File: src/include/sscl_pkg.sv
/*
 * sensor supply current-limit controller, channel A: register map, field
 * positions, reset values and cycle counts.
 * assumes a 250 MHz core clock; register access is the device's own
 * serial register port, seen here as a simple write/read strobe pair.
 */
// Functional notes
// RULE_01: retry field selects latchoff, 400ms, 4s, 12s
// RULE_02: host times restarts itself under latchoff
// RULE_03: blank field selects 5.5, 16.5, 55, 165ms
// RULE_04: dynamic blanking shortens only below power-good
// RULE_05: half blanking between 9V and 17V
// RULE_06: quarter blanking below 9V
// RULE_07: double limit above 18V when enabled
// RULE_08: limit disable stops sense amplifier and limiting
// RULE_09: supply enable turns on switch gate drive
// RULE_10: enable clear resets retry, latchoff, blanking timers
// RULE_11: enable pulses under 200us are ignored
// RULE_12: host keeps enable low to cool switch
// RULE_13: sustained overcurrent switches off, then retry or latch
// RULE_14: config fields read/write, zero at reset
package sscl_pkg;

    // ****************************************************************
    // register map
    // ****************************************************************
    localparam logic [7:0] SSCL_CFG_A_OFFSET = 8'h18;
    localparam logic [7:0] SSCL_CFG_A_RESET = 8'h00;

    localparam int SSCL_ENABLE_BIT = 0;
    localparam int SSCL_LIMIT_DIS_BIT = 1;
    localparam int SSCL_DOUBLE_BIT = 2;
    localparam int SSCL_BLANK_LSB = 3;
    localparam int SSCL_DYN_BIT = 5;
    localparam int SSCL_RETRY_LSB = 6;

    // ****************************************************************
    // timing
    // ****************************************************************
    localparam longint SSCL_CLK_HZ = 250_000_000;
    localparam longint SSCL_FILTER_NS = 200_000;
    localparam longint SSCL_BLANK0_US = 5_500;
    localparam longint SSCL_BLANK1_US = 16_500;
    localparam longint SSCL_BLANK2_US = 55_000;
    localparam longint SSCL_BLANK3_US = 165_000;
    localparam longint SSCL_RETRY1_MS = 400;
    localparam longint SSCL_RETRY2_MS = 4_000;
    localparam longint SSCL_RETRY3_MS = 12_000;

    localparam longint SSCL_FILTER_CYC = SSCL_FILTER_NS * SSCL_CLK_HZ / 1_000_000_000;
    localparam longint SSCL_BLANK0_CYC = SSCL_BLANK0_US * SSCL_CLK_HZ / 1_000_000;
    localparam longint SSCL_BLANK1_CYC = SSCL_BLANK1_US * SSCL_CLK_HZ / 1_000_000;
    localparam longint SSCL_BLANK2_CYC = SSCL_BLANK2_US * SSCL_CLK_HZ / 1_000_000;
    localparam longint SSCL_BLANK3_CYC = SSCL_BLANK3_US * SSCL_CLK_HZ / 1_000_000;
    localparam longint SSCL_RETRY1_CYC = SSCL_RETRY1_MS * SSCL_CLK_HZ / 1_000;
    localparam longint SSCL_RETRY2_CYC = SSCL_RETRY2_MS * SSCL_CLK_HZ / 1_000;
    localparam longint SSCL_RETRY3_CYC = SSCL_RETRY3_MS * SSCL_CLK_HZ / 1_000;

    localparam int SSCL_CNT_W = 32;

    typedef enum logic [1:0] {
        SSCL_RETRY_LATCH,
        SSCL_RETRY_400MS,
        SSCL_RETRY_4S,
        SSCL_RETRY_12S
    } sscl_retry_t;

    typedef enum {
        SSCL_ST_OFF,
        SSCL_ST_ON,
        SSCL_ST_RETRY,
        SSCL_ST_LATCHED
    } sscl_state_t;

endpackage

File: src/hw/sscl_enable_filter.sv
/*
 * glitch filter for the supply enable level.
 * assumes the input is a register bit on the same clock.
 */
`timescale 1ns/1ns
module sscl_enable_filter #(
    parameter int unsigned FILTER_CYC = 50_000
) (
    input wire logic clk_i,
    input wire logic rst_n_i,
    input wire logic raw_i,
    output logic filt_o
);
    import sscl_pkg::*;

    logic [sscl_pkg::SSCL_CNT_W-1:0] cnt_reg;
    logic filt_reg;

    // ****************************************************************
    // level must hold FILTER_CYC cycles before it is accepted
    // ****************************************************************
    always_ff @(posedge clk_i) begin
        if (!rst_n_i) begin
            cnt_reg <= '0;
            filt_reg <= 1'b0;
        end else if (raw_i == filt_reg) begin
            cnt_reg <= '0;
        end else if (cnt_reg >= SSCL_CNT_W'(FILTER_CYC - 1)) begin
            cnt_reg <= '0;
            filt_reg <= raw_i; // see RULE_11
        end else begin
            cnt_reg <= cnt_reg + 1'b1;
        end
    end

    assign filt_o = filt_reg;
endmodule

File: src/hw/sscl_top.sv
/*
 * channel A sensor supply switch controller: config register, enable
 * filter, blanking and autoretry timing, gate drive.
 * assumes comparator levels from the analog front end arrive
 * asynchronously; register strobes are on clk_i.
 */
`timescale 1ns/1ns
module sscl_top #(
    parameter int unsigned FILTER_CYC = 32'(sscl_pkg::SSCL_FILTER_CYC),
    parameter int unsigned BLANK0_CYC = 32'(sscl_pkg::SSCL_BLANK0_CYC),
    parameter int unsigned BLANK1_CYC = 32'(sscl_pkg::SSCL_BLANK1_CYC),
    parameter int unsigned BLANK2_CYC = 32'(sscl_pkg::SSCL_BLANK2_CYC),
    parameter int unsigned BLANK3_CYC = 32'(sscl_pkg::SSCL_BLANK3_CYC),
    parameter int unsigned RETRY1_CYC = 32'(sscl_pkg::SSCL_RETRY1_CYC),
    parameter int unsigned RETRY2_CYC = 32'(sscl_pkg::SSCL_RETRY2_CYC),
    parameter int unsigned RETRY3_CYC = 32'(sscl_pkg::SSCL_RETRY3_CYC)
) (
    input wire logic clk_i,
    input wire logic rst_n_i,
    input wire logic [7:0] reg_addr_i,
    input wire logic reg_wr_i,
    input wire logic [7:0] reg_wdata_i,
    input wire logic reg_rd_i,
    output logic [7:0] reg_rdata_o,
    input wire logic overcurrent_i,
    input wire logic below_pgood_i,
    input wire logic below_9v_i,
    input wire logic above_18v_i,
    output logic switch_gate_drive_o,
    output logic sense_amp_en_o,
    output logic double_limit_o,
    output logic limit_shutdown_o
);
    import sscl_pkg::*;

    // ****************************************************************
    // configuration register
    // ****************************************************************
    logic [7:0] cfg_reg;
    logic [7:0] rdata_reg;

    always_ff @(posedge clk_i) begin
        if (!rst_n_i) begin
            cfg_reg <= SSCL_CFG_A_RESET; // see RULE_14
        end else if (reg_wr_i && reg_addr_i == SSCL_CFG_A_OFFSET) begin
            cfg_reg <= reg_wdata_i; // see RULE_14
        end
    end

    // reads have no side effect; other addresses read zero
    always_ff @(posedge clk_i) begin
        if (!rst_n_i) begin
            rdata_reg <= 8'h00;
        end else if (reg_rd_i) begin
            if (reg_addr_i == SSCL_CFG_A_OFFSET) begin
                rdata_reg <= cfg_reg;
            end else begin
                rdata_reg <= 8'h00;
            end
        end
    end
    assign reg_rdata_o = rdata_reg;

    logic supply_enable;
    logic limit_disable;
    logic double_limit_en;
    logic dynamic_blank_en;
    logic [1:0] blank_time_sel;
    logic [1:0] retry_period_sel;
    assign supply_enable = cfg_reg[SSCL_ENABLE_BIT];
    assign limit_disable = cfg_reg[SSCL_LIMIT_DIS_BIT];
    assign double_limit_en = cfg_reg[SSCL_DOUBLE_BIT];
    assign dynamic_blank_en = cfg_reg[SSCL_DYN_BIT];
    assign blank_time_sel = cfg_reg[SSCL_BLANK_LSB +: 2];
    assign retry_period_sel = cfg_reg[SSCL_RETRY_LSB +: 2];

    // ****************************************************************
    // comparator synchronisers
    // ****************************************************************
    logic [3:0] cmp_meta_reg;
    logic [3:0] cmp_sync_reg;
    always_ff @(posedge clk_i) begin
        if (!rst_n_i) begin
            cmp_meta_reg <= 4'h0;
            cmp_sync_reg <= 4'h0;
        end else begin
            cmp_meta_reg <= {above_18v_i, below_9v_i, below_pgood_i, overcurrent_i};
            cmp_sync_reg <= cmp_meta_reg;
        end
    end
    logic oc_s;
    logic pgood_low_s;
    logic low_9v_s;
    logic high_18v_s;
    assign oc_s = cmp_sync_reg[0];
    assign pgood_low_s = cmp_sync_reg[1];
    assign low_9v_s = cmp_sync_reg[2];
    assign high_18v_s = cmp_sync_reg[3];

    // ****************************************************************
    // enable filter
    // ****************************************************************
    logic enable_filt;
    sscl_enable_filter #(
        .FILTER_CYC(FILTER_CYC)
    ) u_filter (
        .clk_i(clk_i),
        .rst_n_i(rst_n_i),
        .raw_i(supply_enable),
        .filt_o(enable_filt)
    );

    // ****************************************************************
    // effective blanking and retry periods
    // ****************************************************************
    logic [SSCL_CNT_W-1:0] blank_base;
    logic [SSCL_CNT_W-1:0] blank_eff;
    logic [SSCL_CNT_W-1:0] retry_len;
    always_comb begin
        case (blank_time_sel) // see RULE_03
            2'b00: blank_base = SSCL_CNT_W'(BLANK0_CYC);
            2'b01: blank_base = SSCL_CNT_W'(BLANK1_CYC);
            2'b10: blank_base = SSCL_CNT_W'(BLANK2_CYC);
            default: blank_base = SSCL_CNT_W'(BLANK3_CYC);
        endcase
        // shortening only below power-good, which keeps switch dissipation down
        if (dynamic_blank_en && pgood_low_s) begin // see RULE_04
            if (low_9v_s) begin
                blank_eff = blank_base >> 2; // see RULE_06
            end else begin
                blank_eff = blank_base >> 1; // see RULE_05
            end
        end else begin
            blank_eff = blank_base;
        end
        case (sscl_retry_t'(retry_period_sel)) // see RULE_01
            SSCL_RETRY_400MS: retry_len = SSCL_CNT_W'(RETRY1_CYC);
            SSCL_RETRY_4S: retry_len = SSCL_CNT_W'(RETRY2_CYC);
            SSCL_RETRY_12S: retry_len = SSCL_CNT_W'(RETRY3_CYC);
            default: retry_len = '0;
        endcase
    end

    // ****************************************************************
    // limit state machine
    // ****************************************************************
    sscl_state_t state_reg;
    logic [SSCL_CNT_W-1:0] blank_cnt_reg;
    logic [SSCL_CNT_W-1:0] retry_cnt_reg;
    logic limiting;
    assign limiting = oc_s && !limit_disable; // see RULE_08

    always_ff @(posedge clk_i) begin
        if (!rst_n_i) begin
            state_reg <= SSCL_ST_OFF;
            blank_cnt_reg <= '0;
            retry_cnt_reg <= '0;
        end else if (!enable_filt) begin
            state_reg <= SSCL_ST_OFF; // see RULE_10
            blank_cnt_reg <= '0;
            retry_cnt_reg <= '0;
        end else begin
            case (state_reg)
                SSCL_ST_OFF: begin
                    state_reg <= SSCL_ST_ON; // see RULE_09
                end
                SSCL_ST_ON: begin
                    if (!limiting) begin
                        blank_cnt_reg <= '0;
                    end else if (blank_cnt_reg + 1'b1 >= blank_eff) begin
                        blank_cnt_reg <= '0;
                        retry_cnt_reg <= '0;
                        // latchoff leaves restart timing to the host
                        if (retry_period_sel == 2'b00) begin // see RULE_13
                            state_reg <= SSCL_ST_LATCHED;
                        end else begin
                            state_reg <= SSCL_ST_RETRY;
                        end
                    end else begin
                        blank_cnt_reg <= blank_cnt_reg + 1'b1;
                    end
                end
                SSCL_ST_RETRY: begin
                    if (retry_cnt_reg + 1'b1 >= retry_len) begin // see RULE_13
                        retry_cnt_reg <= '0;
                        state_reg <= SSCL_ST_ON;
                    end else begin
                        retry_cnt_reg <= retry_cnt_reg + 1'b1;
                    end
                end
                default: begin
                    state_reg <= SSCL_ST_LATCHED;
                end
            endcase
        end
    end

    // ****************************************************************
    // outputs
    // ****************************************************************
    logic gate_reg;
    logic amp_reg;
    logic dbl_reg;
    logic shut_reg;
    always_ff @(posedge clk_i) begin
        if (!rst_n_i) begin
            gate_reg <= 1'b0;
            amp_reg <= 1'b0;
            dbl_reg <= 1'b0;
            shut_reg <= 1'b0;
        end else begin
            gate_reg <= (state_reg == SSCL_ST_ON); // see RULE_09
            amp_reg <= !limit_disable; // see RULE_08
            dbl_reg <= double_limit_en && high_18v_s; // see RULE_07
            shut_reg <= (state_reg == SSCL_ST_RETRY) || (state_reg == SSCL_ST_LATCHED);
        end
    end
    assign switch_gate_drive_o = gate_reg;
    assign sense_amp_en_o = amp_reg;
    assign double_limit_o = dbl_reg;
    assign limit_shutdown_o = shut_reg;
endmodule

File: config.mk
export PLATFORM = sky130hd
export DESIGN_NAME = sscl_top
export DESIGN_NICKNAME = d
export VERILOG_FILES = /design/src/include/sscl_pkg.sv /design/src/hw/sscl_enable_filter.sv /design/src/hw/sscl_top.sv
export SDC_FILE = /design/constraint.sdc
export NUM_CORES = 1
export LEC_CHECK = 0
export BUFFER_PORTS_ARGS = -buffer_cell sky130_fd_sc_hd__clkbuf_2
export CAP_MARGIN = 20
export CORE_MARGIN = 4
export CORE_UTILIZATION = 30
export CTS_CLUSTER_DIAMETER = 80
export DETAILED_ROUTE_END_ITERATION = 8
export PLACE_DENSITY_LB_ADDON = 0.05
export SLEW_MARGIN = 15
export SYNTH_ARGS = -nofsm -noshare
export SYNTH_HDL_FRONTEND = slang
export SYNTH_SLANG_ARGS = --single-unit
export TNS_END_PERCENT = 10
File: constraint.sdc
create_clock -name clk_i -period 4.91 [get_ports clk_i]
set_clock_uncertainty 0.1 [all_clocks]
set_input_delay 0.2455 -clock clk_i [delete_from_list [all_inputs] [get_ports clk_i]]
set_output_delay 0.2455 -clock clk_i [all_outputs]
set_load 0.03 [all_outputs]
==> impl_metrics.env <==
export IMPL_cts_max_path_buffers=2
export IMPL_fin_total_pwr_w=0.00239
export IMPL_via_per_inst=4.84
export IMPL_synth_async_reset_ratio_pct=0
export IMPL_cp_end_kind="flip-flop"
export IMPL_irDropWorstVdd_mv=0.243
export IMPL_setup_viol=0
export IMPL_die_area_mm2=0.0265
export IMPL_clock_power_share_pct=54.8
export IMPL_insertion_delay_ns=0.42
export IMPL_ys_warn_count=0
export IMPL_cts_sinks=127
export IMPL_drtIter0Drc=276
export IMPL_drive_above_1_share_pct=10.5
export IMPL_synth_main_ff_cell="dfxtp_1"
export IMPL_syn_avg_cell_area_um2=8.54
export IMPL_power_frac_seq_pct=43.7
export IMPL_grt_ovfl_total=0
export IMPL_numCtsBuffers=17
export IMPL_drc=0
export IMPL_worst_slew_pin_slew_ns=0.754
export IMPL_min_path_type="primary input to flip-flop"
export IMPL_ys_ff_latch=127
export IMPL_switching_share_pct=23.4
export IMPL_min_period_ns=4.47
export IMPL_synth_edf_count=0
export IMPL_cp_data_arrival_time_ns=4.67
export IMPL_crit_fanout=34
export IMPL_clk_pin_slew_ns=0.06
export IMPL_cts_root_buf="clkbuf_16"
export IMPL_grt_pass1_vias=5658
export IMPL_syn_area_mm2=0.00718
export IMPL_port_buffers=35
export IMPL_fin_cells=1226
export IMPL_grt_pass1_wl_um=28700
export IMPL_grt_usage_pct=13.3
export IMPL_cap_violations=0
export IMPL_io_pins=36
export IMPL_place_gp_congestion=0.840
export IMPL_synth_compound_area_share_pct=15.2
export IMPL_dieWidth_um=163
export IMPL_synth_fa_ha_area_share_pct=9.75
export IMPL_synth_top_family_by_area="simple AND/OR/NAND/NOR gates"
export IMPL_nets=974
export IMPL_vias=5939
export IMPL_synth_mux_area_share_pct=0.784
export IMPL_period_share_pct=91.0
export IMPL_detail_route_antenna_nets=0
export IMPL_power_switching_w=0.000559
export IMPL_timing_hold_ws_ns=0.126
export IMPL_firstDrtPassIters=4
export IMPL_routed_wl_um=17000
export IMPL_place_inst=1182
export IMPL_yosysSeqAreaShare_pct=35.4
export IMPL_start_util_pct=30.5
export IMPL_fin_setup_tns_ns=0
export IMPL_yosysUniqueCellTypes=63
export IMPL_leakagePower_nw=3.57
export IMPL_dieHeight_um=163
export IMPL_syn2layout_area_growth_pct=17.4
export IMPL_dp_hpwl_um=12600
export IMPL_worstPathRequired_ns=5.11
export IMPL_antenna_found_initial=0
export IMPL_synth_xor_area_share_pct=7.07
export IMPL_slew_violations=0
export IMPL_cts_max_level=4
export IMPL_crit_path_start_kind="flip-flop"
export IMPL_slew_headroom_pct=49.3
export IMPL_status="completed"
export IMPL_rsz0062_at_grt="no"
export IMPL_std_cell_rows=56
export IMPL_fmax_mhz=224
export IMPL_power_internal_w=0.00183
export IMPL_cts_tree="done"
export IMPL_power_density_mw_per_mm2=283
export IMPL_coreArea_mm2=0.0235
export IMPL_finalHoldViolCount=0
export IMPL_wl_per_cell_um=13.8
export IMPL_post_cts_buffers=0
export IMPL_comb_power_share_pct=1.5
export IMPL_n_antenna_cell=0
export IMPL_grt_max_degree=35
export IMPL_critical_path_class="flip-flop to flip-flop"
export IMPL_syn_inst=841
export IMPL_synth_simple_area_share_pct=28.2
## cells in the final DEF, fill, tap and decap left out, types with 18 or more instances in the layout
master    netlist  final
a21boi_0       19     19
a21oi_1        27     27
and2_1         22     22
and3_1         25     25
clkbuf_2        1     35
dfxtp_1       127    127
ha_1           56     56
inv_1          21     21
nand2_1        89     89
nand2b_1       28     28
nand3_1        49     49
nand4_1        24     24
nor2_1         69     69
o21ai_0        38     38
xnor2_1        40     40
xor2_1         18     18
## layer usage
metal / vias up / GRT usage [%] / routed length (um)
met5: - / 0 / 0
met4: 0 / 3.51 / 186
met3: 11 / 2.68 / 438
met2: 77 / 21.0 / 7520
met1: 2771 / 18.5 / 8810
li1: 3080 / - / -
## cell usage after synthesis, drive strengths merged, types with 14 or more instances
cell / instances / area, um^2
inv: 21 / 78.8
nand4: 27 / 205
a21o: 14 / 105
ha: 56 / 701
clkbuf: 25 / 95.1
dfxtp: 127 / 2540
and3: 25 / 156
xor2: 18 / 158
and2: 22 / 138
xnor2: 40 / 350
nand3: 51 / 265
nor2: 69 / 259
a21boi: 19 / 143
nand2: 89 / 334
nand2b: 28 / 175
o21ai: 38 / 190
a21oi: 27 / 135
## path summary, 6_finish.rpt
kind / slack, ns / depth (start not counted) / to / from
setup / recovery: 0.44 / 16 / retry_cnt_reg[6] / retry_cnt_reg[2]
hold / removal: 0.13 / 3 / cfg_reg[2] / reg_wr_i
setup reg to reg: 0.44 / 16 / retry_cnt_reg[6] / retry_cnt_reg[2]
hold reg to reg: 0.33 / 1 / cmp_sync_reg[1] / cmp_meta_reg[1]
## critical path, stage by stage (launching register included)
cell and delay (ns):
dfxtp_1 0.47, nand4_1 0.27, nor3_2 0.34, nand2_1 0.20, or3_4 0.46, or3_1 0.45, nor2_1 0.15, xor2_1 0.10
ha_1 0.33, nand3_1 0.10, nor3_1 0.17, o21ai_0 0.14, a211oi_2 0.29, nor3_4 0.05, buf_4 0.24, and3_1 0.22
a221o_1 0.26
## final cells by class
cell class	count	area, um^2
Fill cell	2488	15100
Multi-Input combinational cell	671	4450
Sequential cell	127	2540
Clock buffer	18	429
Tap cell	319	399
Timing Repair Buffer	56	363
Clock inverter	14	170
Inverter	21	78.8
## kinds of logic (layout without fill, tap and decap cells)
kind of cell / after synthesis / in the layout
adders and majority gates: 56 / 56
DFF: 127 / 127
and+or+nand+nor: 380 / 380
buffers and inverters: 58 / 109
other: 1 / 16
AOI/OAI and AO/OA: 156 / 156
xor gates and xnor gates: 58 / 58
muxes: 5 / 5
## power groups by stage
| stage | Clock [W] | Sequential, W | Combinational (W) |
|---|---|---|---|
| global route | 0.00139 | 0.00104 | 0.0000400 |
| finish | 0.00131 | 0.00104 | 0.0000354 |
| global placement | 0 | 0.00107 | 0.0000278 |
| CTS | 0.00135 | 0.00104 | 0.0000356 |
| detailed placement | 0 | 0.00107 | 0.0000281 |
| floorplan | 0 | 0.00107 | 0.0000147 |
## what timing repair did
item,in CTS,in global routing
endpoints found under the hold margin,12,0
resized for setup,0,0
hold buffers,12,0
## through the flow
stage | utilization [%] | area (um^2) | setup slack, ns
after floorplan | - | 7240 | 1.01
after CTS | 35.8 | 8430 | 0.457
after detailed placement | 32.8 | 7710 | 0.476
after global placement | 32.8 | 7710 | 0.624
final | 35.8 | 8430 | 0.443
after global routing | 35.8 | 8430 | 0.0888
Power figures use the tool's default switching activity.
